File: src/verilog/edu_pkg.sv
`default_nettype none
package edu_pkg;
  // ==========================================================
  // operating modes and fixed vectors
  localparam logic [1:0] MODE_REAL = 2'h0;
  localparam logic [1:0] MODE_PROT = 2'h1;
  localparam logic [1:0] MODE_LONG = 2'h2;
  localparam logic [7:0] VEC_BK = 8'h03;
  localparam logic [7:0] VEC_OV = 8'h04;
  localparam logic [7:0] VEC_RG = 8'h05;
  localparam logic [7:0] VEC_FE = 8'h10;
  localparam logic [7:0] VEC_SX = 8'h13;
  localparam int FP_COND_W = 6;
  localparam int OV_BIT = 11;
  localparam int IF_BIT = 9;
  localparam int TBL_SHIFT = 2;
  localparam int PUSH_SLOTS = 6;
  // ==========================================================
  // register map
  localparam logic [7:0] REG_CTRL = 8'h00;
  localparam logic [7:0] REG_STATUS = 8'h04;
  localparam logic [7:0] REG_TBL_BASE = 8'h08;
  localparam logic [7:0] REG_COUNT = 8'h0C;
  localparam logic [1:0] CTRL_RST = MODE_REAL;
  localparam logic [31:0] TBL_BASE_RST = 32'h0000_0000;
  localparam int ST_BUSY_BIT = 6;
  localparam int ST_VEC_LSB = 8;
  localparam logic [1:0] HTRANS_NONSEQ = 2'h2;
  localparam logic [2:0] HSIZE_WORD = 3'h2;
  // ==========================================================
  // types
  typedef enum logic [2:0] {
    EV_EXT = 3'h0, EV_SOFT = 3'h1, EV_OVF = 3'h2, EV_BREAK = 3'h3,
    EV_RANGE = 3'h4, EV_FP_LEG = 3'h5, EV_FP_PKD = 3'h6, EV_ARITH = 3'h7
  } edu_event_type;
  typedef enum logic [1:0] {GATE_INT = 2'h0, GATE_TRAP = 2'h1, GATE_TASK = 2'h2} edu_gate_type;
  typedef enum logic [1:0] {DK_FAR = 2'h0, DK_GATE = 2'h1, DK_TASK = 2'h2} edu_disp_kind_type;
  typedef struct packed {
    edu_event_type ev;
    logic [7:0] vector;
    edu_gate_type gate;
    logic has_err;
    logic [31:0] err_code;
    logic [31:0] flags;
    logic [15:0] cs;
    logic [63:0] ip;
    logic [15:0] ss;
    logic [63:0] sp;
    logic pl_change;
    logic is_mgmt;
    logic [15:0] tgt_cs;
    logic [63:0] tgt_ip;
    logic [31:0] operand;
    logic [31:0] lower;
    logic [31:0] upper;
    logic [FP_COND_W-1:0] fp_cond;
  } edu_req_type;
  typedef struct packed {
    logic [7:0] vector;
    edu_disp_kind_type kind;
    logic [15:0] new_cs;
    logic [63:0] new_ip;
    logic [31:0] new_flags;
    logic load_ss;
    logic [15:0] new_ss;
    logic code64;
  } edu_disp_type;
  typedef struct packed {
    logic [63:0] data;
    logic size8;
  } edu_push_type;
endpackage
`default_nettype wire

File: src/verilog/edu_dispatch.sv
// How it works
// [RULE_01] task gate vector dispatches as task call
// [RULE_02] task dispatch saves interrupted task state
// [RULE_03] task return restores state and resumes
// [RULE_04] real mode reads handler from vector table
// [RULE_05] real mode pushes flags, cs, ip, error
// [RULE_06] return instruction ends real mode handler
// [RULE_07] soft interrupt invokes any supplied vector
// [RULE_08] overflow call traps only with overflow set
// [RULE_09] arithmetic overflow never traps by itself
// [RULE_10] breakpoint always invokes breakpoint trap
// [RULE_11] range check traps only when out of bounds
// [RULE_12] range trap never raised implicitly
// [RULE_13] six floating-point conditions are recognised
// [RULE_14] legacy fp conditions raise fp error trap
// [RULE_15] packed fp conditions raise simd trap
// [RULE_16] long mode handlers are 64-bit, except mgmt
// [RULE_17] long mode pushes are zero-extended 8 bytes
// [RULE_18] long mode always pushes ss and sp
// [RULE_19] long mode privilege change loads null ss
// [RULE_20] interrupt gate clears if, trap keeps it
// [RULE_21] push order flags, cs, ip without switch
// [RULE_22] error code pushed last, lowest address
`timescale 1ns/1ns
`default_nettype none
module edu_dispatch (
  input wire logic ref_clk_i,
  input wire logic rst_n_i,
  input wire logic hsel_i,
  input wire logic [31:0] haddr_i,
  input wire logic [1:0] htrans_i,
  input wire logic hwrite_i,
  input wire logic [2:0] hsize_i,
  input wire logic [31:0] hwdata_i,
  input wire logic hready_i,
  output logic [31:0] hrdata_o,
  output logic hreadyout_o,
  output logic hresp_o,
  input wire logic req_valid_i,
  input wire edu_pkg::edu_req_type req_i,
  output logic req_ready_o,
  output logic done_o,
  output logic done_taken_o,
  input wire logic ret_valid_i,
  input wire logic ret_task_i,
  output logic resume_o,
  output logic resume_task_o,
  output logic tbl_rd_o,
  output logic [31:0] tbl_addr_o,
  input wire logic tbl_rvalid_i,
  input wire logic [31:0] tbl_rdata_i,
  output logic task_save_o,
  output logic task_restore_o,
  input wire logic task_done_i,
  output logic push_valid_o,
  output edu_pkg::edu_push_type push_o,
  input wire logic push_ready_i,
  output logic disp_valid_o,
  output edu_pkg::edu_disp_type disp_o
);
  import edu_pkg::*;

  typedef enum logic [2:0] {
    ST_IDLE = 3'h0, ST_TBL = 3'h1, ST_SAVE = 3'h2, ST_PUSH = 3'h3,
    ST_DISP = 3'h4, ST_RESTORE = 3'h5, ST_RET = 3'h6
  } edu_state_type;

  // ==========================================================
  // helpers
  function automatic logic [8:0] trap_of(input edu_req_type r);
    logic [8:0] t;
    t = 9'h000;
    case (r.ev)
      EV_EXT: t = {1'b1, r.vector};
      EV_SOFT: t = {1'b1, r.vector}; // RULE_07
      EV_OVF: t = {r.flags[OV_BIT], VEC_OV}; // RULE_08
      EV_BREAK: t = {1'b1, VEC_BK}; // RULE_10
      EV_RANGE: t = {($signed(r.operand) < $signed(r.lower)) ||
                     ($signed(r.operand) > $signed(r.upper)), VEC_RG}; // RULE_11
      EV_FP_LEG: t = {|r.fp_cond, VEC_FE}; // RULE_14
      EV_FP_PKD: t = {|r.fp_cond, VEC_SX}; // RULE_15
      default: t = 9'h000; // RULE_09
    endcase
    return t;
  endfunction

  function automatic logic [2:0] low_slot(input logic [PUSH_SLOTS-1:0] m);
    logic [2:0] s;
    s = 3'h0;
    for (int i = PUSH_SLOTS - 1; i >= 0; i--) begin
      if (m[i]) begin
        s = 3'(i);
      end
    end
    return s;
  endfunction

  function automatic logic [63:0] push_word(input logic [2:0] s, input edu_req_type r,
                                            input logic wide);
    logic [63:0] w;
    w = 64'h0;
    case (s)
      3'h0: w = {48'h0, r.ss};
      3'h1: w = wide ? r.sp : {32'h0, r.sp[31:0]};
      3'h2: w = {32'h0, r.flags};
      3'h3: w = {48'h0, r.cs};
      3'h4: w = wide ? r.ip : {32'h0, r.ip[31:0]};
      3'h5: w = {32'h0, r.err_code};
      default: w = 64'h0;
    endcase
    return w;
  endfunction

  // ==========================================================
  // register bus
  logic [1:0] mode_ff;
  logic [31:0] tbl_base_ff;
  logic [31:0] count_ff;
  logic [FP_COND_W-1:0] fp_seen_ff;
  logic [7:0] last_vec_ff;
  logic [31:0] hrdata_ff;
  logic wr_pend_ff;
  logic [7:0] wr_addr_ff;
  edu_state_type state_ff;
  edu_state_type nxt_state;
  logic addr_phase;
  logic [7:0] reg_addr;
  logic [31:0] rd_val;
  logic wr_status;
  logic wr_count;

  assign addr_phase = hsel_i && hready_i && (htrans_i == HTRANS_NONSEQ || htrans_i == 2'h3);
  assign reg_addr = haddr_i[7:0];
  assign wr_status = wr_pend_ff && wr_addr_ff == REG_STATUS;
  assign wr_count = wr_pend_ff && wr_addr_ff == REG_COUNT;

  always_comb begin
    rd_val = 32'h0;
    if (haddr_i[31:8] == 24'h0) begin
      case (reg_addr)
        REG_CTRL: rd_val = {30'h0, mode_ff};
        REG_STATUS: rd_val = {16'h0, last_vec_ff, 1'b0, state_ff != ST_IDLE, fp_seen_ff};
        REG_TBL_BASE: rd_val = tbl_base_ff;
        REG_COUNT: rd_val = count_ff;
        default: rd_val = 32'h0;
      endcase
    end
  end

  // zero wait states: read data is sampled in the address phase
  always_ff @(posedge ref_clk_i) begin
    if (!rst_n_i) begin
      hrdata_ff <= 32'h0;
      wr_pend_ff <= 1'b0;
      wr_addr_ff <= 8'h00;
    end else begin
      wr_pend_ff <= addr_phase && hwrite_i && hsize_i == HSIZE_WORD && haddr_i[31:8] == 24'h0;
      wr_addr_ff <= reg_addr;
      if (addr_phase && !hwrite_i) begin
        hrdata_ff <= rd_val;
      end
    end
  end

  always_ff @(posedge ref_clk_i) begin
    if (!rst_n_i) begin
      mode_ff <= CTRL_RST;
      tbl_base_ff <= TBL_BASE_RST;
    end else if (wr_pend_ff) begin
      if (wr_addr_ff == REG_CTRL) begin
        mode_ff <= hwdata_i[1:0];
      end
      if (wr_addr_ff == REG_TBL_BASE) begin
        tbl_base_ff <= hwdata_i;
      end
    end
  end

  assign hrdata_o = hrdata_ff;
  assign hreadyout_o = 1'b1;
  assign hresp_o = 1'b0;

  // ==========================================================
  // event acceptance
  logic ready_ff;
  logic accept;
  logic ret_take;
  logic [8:0] trap;
  logic is_real;
  logic is_long;
  edu_req_type req_ff;
  logic [7:0] cur_vec_ff;
  logic [31:0] entry_ff;
  logic [PUSH_SLOTS-1:0] mask_ff;
  logic [PUSH_SLOTS-1:0] nxt_mask;
  logic done_ff;
  logic done_taken_ff;

  assign accept = req_valid_i && ready_ff;
  assign ret_take = ret_valid_i && ready_ff && !req_valid_i;
  assign trap = trap_of(req_i); // RULE_12
  assign is_real = mode_ff == MODE_REAL;
  assign is_long = mode_ff == MODE_LONG;

  always_comb begin
    nxt_mask = 6'h00;
    nxt_mask[2] = 1'b1; // RULE_21
    nxt_mask[3] = 1'b1;
    nxt_mask[4] = 1'b1;
    nxt_mask[5] = req_i.has_err; // RULE_22
    nxt_mask[0] = !is_real && (is_long || req_i.pl_change); // RULE_18
    nxt_mask[1] = nxt_mask[0];
  end

  always_ff @(posedge ref_clk_i) begin
    if (!rst_n_i) begin
      req_ff <= '0;
      cur_vec_ff <= 8'h00;
      done_ff <= 1'b0;
      done_taken_ff <= 1'b0;
    end else begin
      done_ff <= accept;
      done_taken_ff <= accept && trap[8];
      if (accept) begin
        req_ff <= req_i;
        cur_vec_ff <= trap[7:0];
      end
    end
  end

  // status: sticky fp conditions, set wins over write-one-to-clear
  always_ff @(posedge ref_clk_i) begin
    if (!rst_n_i) begin
      fp_seen_ff <= 6'h00;
      last_vec_ff <= 8'h00;
      count_ff <= 32'h0;
    end else begin
      fp_seen_ff <= (fp_seen_ff & ~(wr_status ? hwdata_i[5:0] : 6'h00)) |
                    ((accept && (req_i.ev == EV_FP_LEG || req_i.ev == EV_FP_PKD)) ?
                     req_i.fp_cond : 6'h00); // RULE_13
      if (accept && trap[8]) begin
        last_vec_ff <= trap[7:0];
      end
      if (state_ff == ST_DISP) begin
        count_ff <= wr_count ? 32'h1 : count_ff + 32'h1;
      end else if (wr_count) begin
        count_ff <= 32'h0;
      end
    end
  end

  // ==========================================================
  // dispatch sequencer
  logic push_last;
  assign push_last = push_valid_o && push_ready_i &&
                     (mask_ff & ~(6'h01 << low_slot(mask_ff))) == 6'h00;

  always_comb begin
    nxt_state = state_ff;
    case (state_ff)
      ST_IDLE: begin
        if (accept && trap[8]) begin
          if (is_real) begin
            nxt_state = ST_TBL; // RULE_04
          end else if (req_i.gate == GATE_TASK) begin
            nxt_state = ST_SAVE; // RULE_01
          end else begin
            nxt_state = ST_PUSH;
          end
        end else if (ret_take) begin
          nxt_state = ret_task_i ? ST_RESTORE : ST_RET; // RULE_06
        end
      end
      ST_TBL: nxt_state = tbl_rvalid_i ? ST_PUSH : ST_TBL;
      ST_SAVE: nxt_state = task_done_i ? ST_DISP : ST_SAVE;
      ST_PUSH: nxt_state = push_last ? ST_DISP : ST_PUSH;
      ST_DISP: nxt_state = ST_IDLE;
      ST_RESTORE: nxt_state = task_done_i ? ST_RET : ST_RESTORE; // RULE_03
      ST_RET: nxt_state = ST_IDLE;
      default: nxt_state = ST_IDLE;
    endcase
  end

  always_ff @(posedge ref_clk_i) begin
    if (!rst_n_i) begin
      state_ff <= ST_IDLE;
      ready_ff <= 1'b0;
    end else begin
      state_ff <= nxt_state;
      ready_ff <= nxt_state == ST_IDLE;
    end
  end

  // table read and task save/restore handshakes
  logic tbl_rd_ff;
  logic [31:0] tbl_addr_ff;
  logic task_save_ff;
  logic task_restore_ff;
  logic resume_ff;
  logic resume_task_ff;

  always_ff @(posedge ref_clk_i) begin
    if (!rst_n_i) begin
      tbl_rd_ff <= 1'b0;
      tbl_addr_ff <= 32'h0;
      entry_ff <= 32'h0;
      task_save_ff <= 1'b0;
      task_restore_ff <= 1'b0;
      resume_ff <= 1'b0;
      resume_task_ff <= 1'b0;
    end else begin
      tbl_rd_ff <= state_ff == ST_IDLE && nxt_state == ST_TBL;
      if (state_ff == ST_IDLE && nxt_state == ST_TBL) begin
        tbl_addr_ff <= tbl_base_ff + ({24'h0, trap[7:0]} << TBL_SHIFT); // RULE_04
      end
      if (state_ff == ST_TBL && tbl_rvalid_i) begin
        entry_ff <= tbl_rdata_i;
      end
      task_save_ff <= nxt_state == ST_SAVE; // RULE_02
      task_restore_ff <= nxt_state == ST_RESTORE; // RULE_03
      resume_ff <= nxt_state == ST_RET;
      if (ret_take) begin
        resume_task_ff <= ret_task_i;
      end
    end
  end

  // stack pushes: one word at a time, lowest slot first
  logic push_valid_ff;
  edu_push_type push_ff;

  always_ff @(posedge ref_clk_i) begin
    if (!rst_n_i) begin
      mask_ff <= 6'h00;
      push_valid_ff <= 1'b0;
      push_ff <= '0;
    end else begin
      if (accept && trap[8]) begin
        mask_ff <= nxt_mask; // RULE_05
      end else if (push_valid_ff && push_ready_i) begin
        mask_ff <= mask_ff & ~(6'h01 << low_slot(mask_ff));
      end
      if (state_ff == ST_PUSH && !push_valid_ff) begin
        push_valid_ff <= 1'b1;
        push_ff.data <= push_word(low_slot(mask_ff), req_ff, is_long); // RULE_17
        push_ff.size8 <= is_long;
      end else if (push_valid_ff && push_ready_i) begin
        push_valid_ff <= 1'b0;
      end
    end
  end

  // handler entry
  logic disp_valid_ff;
  edu_disp_type disp_ff;

  always_ff @(posedge ref_clk_i) begin
    if (!rst_n_i) begin
      disp_valid_ff <= 1'b0;
      disp_ff <= '0;
    end else begin
      disp_valid_ff <= nxt_state == ST_DISP;
      if (nxt_state == ST_DISP) begin
        disp_ff.vector <= cur_vec_ff;
        disp_ff.kind <= is_real ? DK_FAR : (req_ff.gate == GATE_TASK ? DK_TASK : DK_GATE);
        disp_ff.new_cs <= is_real ? entry_ff[31:16] : req_ff.tgt_cs;
        disp_ff.new_ip <= is_real ? {48'h0, entry_ff[15:0]} : req_ff.tgt_ip;
        disp_ff.new_flags <= req_ff.flags;
        if (is_real || req_ff.gate == GATE_INT) begin
          disp_ff.new_flags[IF_BIT] <= 1'b0; // RULE_20
        end
        disp_ff.load_ss <= is_long && req_ff.pl_change; // RULE_19
        disp_ff.new_ss <= 16'h0000;
        disp_ff.code64 <= is_long && !req_ff.is_mgmt; // RULE_16
      end
    end
  end

  assign req_ready_o = ready_ff;
  assign done_o = done_ff;
  assign done_taken_o = done_taken_ff;
  assign resume_o = resume_ff;
  assign resume_task_o = resume_task_ff;
  assign tbl_rd_o = tbl_rd_ff;
  assign tbl_addr_o = tbl_addr_ff;
  assign task_save_o = task_save_ff;
  assign task_restore_o = task_restore_ff;
  assign push_valid_o = push_valid_ff;
  assign push_o = push_ff;
  assign disp_valid_o = disp_valid_ff;
  assign disp_o = disp_ff;

  // ==========================================================
  // checks
  property p_ovf_quiet;
    @(posedge ref_clk_i) disable iff (!rst_n_i)
    accept && req_i.ev == EV_OVF && !req_i.flags[OV_BIT] |=> done_o && !done_taken_o;
  endproperty
  a_ovf_quiet: assert property (p_ovf_quiet) else $error("overflow call trapped"); // RULE_08
  property p_arith_quiet;
    @(posedge ref_clk_i) disable iff (!rst_n_i)
    accept && req_i.ev == EV_ARITH |=> done_o && !done_taken_o ##1 state_ff == ST_IDLE;
  endproperty
  a_arith_quiet: assert property (p_arith_quiet) else $error("arith trapped"); // RULE_09
  property p_bk_vec;
    @(posedge ref_clk_i) disable iff (!rst_n_i)
    accept && req_i.ev == EV_BREAK |=> done_taken_o && cur_vec_ff == VEC_BK;
  endproperty
  a_bk_vec: assert property (p_bk_vec) else $error("breakpoint vector wrong"); // RULE_10
  property p_range_in;
    @(posedge ref_clk_i) disable iff (!rst_n_i)
    accept && req_i.ev == EV_RANGE && $signed(req_i.operand) >= $signed(req_i.lower) &&
    $signed(req_i.operand) <= $signed(req_i.upper) |=> !done_taken_o;
  endproperty
  a_range_in: assert property (p_range_in) else $error("range trap in bounds"); // RULE_11
  property p_simd_route;
    @(posedge ref_clk_i) disable iff (!rst_n_i)
    accept && req_i.ev == EV_FP_PKD && req_i.fp_cond != 6'h00 |=> cur_vec_ff == VEC_SX;
  endproperty
  a_simd_route: assert property (p_simd_route) else $error("packed fp misrouted"); // RULE_15
  property p_wide_push;
    @(posedge ref_clk_i) disable iff (!rst_n_i)
    push_valid_o && mode_ff == MODE_LONG |-> push_o.size8;
  endproperty
  a_wide_push: assert property (p_wide_push) else $error("narrow push in long mode"); // RULE_17
  property p_if_clear;
    @(posedge ref_clk_i) disable iff (!rst_n_i)
    disp_valid_o && disp_o.kind == DK_GATE && req_ff.gate == GATE_INT |->
    !disp_o.new_flags[IF_BIT];
  endproperty
  a_if_clear: assert property (p_if_clear) else $error("if kept on interrupt gate"); // RULE_20
  property p_null_ss;
    @(posedge ref_clk_i) disable iff (!rst_n_i)
    disp_valid_o && mode_ff == MODE_LONG && req_ff.pl_change |->
    disp_o.load_ss && disp_o.new_ss == 16'h0000;
  endproperty
  a_null_ss: assert property (p_null_ss) else $error("ss not null"); // RULE_19
  property p_real_tbl;
    @(posedge ref_clk_i) disable iff (!rst_n_i)
    accept && trap[8] && mode_ff == MODE_REAL |=> tbl_rd_o ##1 !tbl_rd_o;
  endproperty
  a_real_tbl: assert property (p_real_tbl) else $error("no table read"); // RULE_04
  c_task: cover property (@(posedge ref_clk_i) disable iff (!rst_n_i) task_save_o ##1 disp_valid_o);
  c_real: cover property (@(posedge ref_clk_i) disable iff (!rst_n_i)
    disp_valid_o && disp_o.kind == DK_FAR);
  c_long: cover property (@(posedge ref_clk_i) disable iff (!rst_n_i)
    disp_valid_o && disp_o.code64 && disp_o.load_ss);
  c_ret: cover property (@(posedge ref_clk_i) disable iff (!rst_n_i) task_restore_o ##1 resume_o);
endmodule
`default_nettype wire

File: config.mk
export PLATFORM = sky130hd
export DESIGN_NAME = edu_dispatch
export DESIGN_NICKNAME = d
export VERILOG_FILES = /design/src/verilog/edu_pkg.sv /design/src/verilog/edu_dispatch.sv
export SDC_FILE = /design/constraint.sdc
export NUM_CORES = 2
export LEC_CHECK = 0
export BUFFER_PORTS_ARGS = -buffer_cell sky130_fd_sc_hd__buf_2
export CAP_MARGIN = 10
export CORE_AREA = 2 2 318 320
export CTS_BUF_LIST = sky130_fd_sc_hd__clkbuf_4 sky130_fd_sc_hd__clkbuf_8
export DETAILED_ROUTE_END_ITERATION = 10
export DIE_AREA = 0 0 320 322
export PLACE_DENSITY = 0.54
export SYNTH_ARGS = -nofsm -noshare
export SYNTH_HDL_FRONTEND = slang
export SYNTH_SLANG_ARGS = --single-unit
File: constraint.sdc
create_clock -name ref_clk_i -period 5.5 [get_ports ref_clk_i]
set_clock_uncertainty 0.1 [all_clocks]
set_input_delay 0.55 -clock ref_clk_i [delete_from_list [all_inputs] [get_ports ref_clk_i]]
set_output_delay 0.55 -clock ref_clk_i [all_outputs]
set_load 0.02 [all_outputs]
==> results.toml <==
[status]
outcome = "finished, final reports clean"

[synth]
synth_xor_area_share_pct = 1.71
yosysSeqAreaShare_pct = 48.7
synth_edf_count = 0
synth_mux_area_share_pct = 1.48
syn_area_um2 = 29100
synth_cells = 3692
synth_simple_gate_area_share_pct = 21.2
syn_avg_cell_area_um2 = 7.89
ys.flop_type = "dfxtp_1"
synth_fa_ha_area_share_pct = 3.23
synth_compound_area_share_pct = 18.6
synth_top_family_by_area = "simple AND/OR/NAND/NOR gates"
synth_seq_cells = 709
yosysUniqueCellTypes = 67
synth_warnings = 0
synthArstFlopShare_pct = 0

[sta]
fmax_mhz = 291
setup_violations = 0
rsz0062_at_grt = "false"
hold_slack_ns = 0.103
maxSlewViolCount = 0
slew_headroom_pct = 18.1
timing.final.crit_period_ns = 3.44
fin_tns_setup_ns = 0
finalCritPeriodShare_pct = 62.6
worst_slew_pin_slew_ns = 1.23
hold_viol = 0
setup_ws_ns = 2.06

[worst_setup_path]
required_ns = 6.08
ff2ff_setup_slack_ns = 2.16
r2r_start = "tbl_base_ff[2]$_SDFFE_PN0P_"
crit_fanout = 11
cp-end-kind = "flip-flop"
setup.worst_path.class = "primary input to flip-flop"
start_kind = "primary input"
reg2reg_to = "tbl_addr_o[16]$_SDFFE_PN0P_"
r2r_cells = 11
critPathArrivalTime_ns = 4.02

[clocking]
clk_path_buf_depth = 3
clock_latency_ns = 0.80
cts_buffers = 131
cts_root_buf = "clkbuf_8"
clock_sinks = 709
cts_tree = "done"
clkTransAtPathRegs_ns = 0.06
ctsHtreeMaxLevel = 4

[min_path]
min_from = "req_i[105]"
hold_path_class = "primary input to flip-flop"
holdPathStages = 3
holdPathEnd = "req_ff[105]$_SDFFE_PN0P_"

[placed_design]
pre_cts_slack_ns = 1.20
post-dp-hpwl_um = 86300
gp_congestion = 0.915
dpl-instance-area_um2 = 34200
io_buffers = 795
dp.cells = 5558

[layout]
finalInstanceArea_um2 = 40900
nets = 5387
drive_gt1_share_pct = 22.6
final_util_pct = 41.1
area_growth_pct = 40.4
stdcell_count = 6186
fillCellCount = 10300

[detailed_routing]
num_vias = 30200
wl_per_cell_um = 20.0
antenna_left = 0
drc = 0
viasPerCell = 4.88
drt_iter0_drc = 2049
wl_um = 124000
drt-pass1-iter-count = 5

[grt]
grt_pass1_wl_um = 181000
grt_usage_pct = 23.1
antenna_found_initial = 31
grt_pass1_vias = 29000
overflow = 0
grt_start_max_net_pins = 192

[die]
die_h_um = 322
initial_core_util_pct = 29.2
core_area_um2 = 99600
rows = 116
dieArea_um2 = 103000
io_pins = 815
die_width_um = 320

[pwr]
finalPower_mw = 14.1
p_per_area_nw_per_um2 = 344
ir_worst_vdd_mv = 0.267
p_leak_nw = 16.6

[run]
cap_violations = 0
==> metal layers <==
metal	track usage, %	part of all wire (%)	vias up
met2	39.5	48	1023
li1	-	-	14700
met5	0	0.056	-
met1	28.0	42	14200
met4	8.10	3.2	12
met3	5.92	7.1	237
==> layout by cell type, fill, tap and decap left out, types with 18 or more instances in the layout <==
cell type,count
a211oi_1,25
a21oi_1,617
a221o_1,33
a221oi_1,33
a22oi_1,51
a311oi_1,32
and2_1,20
and3_1,19
buf_2,795
buf_4,38
clkbuf_4,27
clkbuf_8,170
conb_1,18
dfxtp_1,709
diode_2,21
dlygate4sd3_1,387
ha_1,72
inv_1,76
mux2i_1,24
nand2_1,1049
nand3_1,89
nor2_1,249
o21ai_0,60
xor2_1,43
==> power by group <==
group	total [mW]	internal (mW)	switching [mW]	leakage (nW)
clock network	5.47	3.10	2.37	1.49
logic	2.77	0.979	1.79	9.41
registers	5.82	5.54	0.277	5.74
==> worst max path at each step <==
stage	from	slack, ns	depth (start not counted)	end
after floorplan	req_i[420]	2.05	16	tbl_addr_o[26]$_SDFFE_PN0P_
after global placement	req_i[97]	1.23	13	tbl_addr_o[3]$_SDFFE_PN0P_
after detailed placement	req_i[97]	1.20	13	tbl_addr_o[3]$_SDFFE_PN0P_
after CTS	req_i[2]	2.09	13	tbl_addr_o[3]$_SDFFE_PN0P_
after global routing	req_i[97]	1.76	13	tbl_addr_o[3]$_SDFFE_PN0P_
final	req_i[419]	2.06	16	tbl_addr_o[16]$_SDFFE_PN0P_
==> state kept, by name, summed over array words and instances (netlist names), 2 cells and up <==
signal	count
req_ff	308
tbl_addr_o	32
push_o	65
tbl_base_ff	32
entry_ff	32
disp_o	124
cur_vec_ff	8
count_ff	32
state_ff	3
last_vec_ff	8
fp_seen_ff	6
wr_addr_ff	8
mode_ff	2
hrdata_o	32
mask_ff	6
==> cells in the mapped netlist, types with 4 or more instances <==
master     number  area [um2]
mux2i_1        24         240
o2111ai_1       7        61.3
nor2_1        251         942
and2_1         22         138
nor3_1         16        80.1
and4_1          4        35.0
a31oi_1        17         106
buf_2           9        45.0
and3_1         19         119
nand2b_1       10        62.6
nand2_1      1051        3950
xor2_1         43         377
nand3_1        89         445
a221oi_1       33         289
o21a_1          4        30.0
a22oi_1        51         383
xnor2_1        14         123
nand4_1        16         100
clkbuf_1      253         950
nor2b_1         9        56.3
inv_1          77         289
o21ai_0        60         300
a21o_1          7        52.6
dfxtp_1       709       14200
or3_1           7        43.8
buf_1           9        33.8
a21oi_1       617        3090
ha_1           72         901
buf_4          18         135
mux2_2         13         146
a211oi_1       25         188
or4_1           4        30.0
nor4_1         13        81.3
o211ai_1        7        52.6
a311oi_1       32         280
nor3b_1         4        30.0
a221o_1        33         330
==> what timing repair did <==
action                                 4_1_cts  5_1_grt
hold buffers                               387        0
resized for setup                            0        0
setup endpoints to repair                    0        0
setup buffers                                0        0
endpoints found under the hold margin      389        0
==> final cells by class <==
cell class | count | area [um2] | area share (%)
inverter | 77 | 297 | 0.725
antenna | 21 | 52.6 | 0.129
sequential | 709 | 14200 | 34.7
multi-input combinational | 2633 | 13600 | 33.3
tap | 1298 | 1620 | 3.97
clock buffer | 197 | 2540 | 6.22
clock inverter | 23 | 260 | 0.636
timing repair buffer | 1228 | 8300 | 20.3
==> critical path, cell delays in order <==
cell      delay (ns)
buf_2           0.15
nand2b_1        0.19
o21ai_0         0.12
a21oi_1         0.16
buf_4           0.16
ha_1            0.16
inv_1           0.05
fa_1            0.40
nor2b_1         0.12
o21ai_0         0.09
a21boi_0        0.25
o21ai_0         0.15
a21oi_1         0.80
o211ai_1        0.22
xor2_1          0.21
a211oi_1        0.24
==> kinds of logic (layout without fill, tap and decap cells) <==
family / count (synthesis) / in the layout
fa+ha+maj: 75 / 75
buf+inv: 366 / 1525
simple gates: 1524 / 1524
compound gates: 920 / 920
mux: 39 / 39
other cells: 2 / 39
flops: 709 / 709
xor+xnor: 57 / 57
No activity file was read; power rests on OpenSTA's default activity.
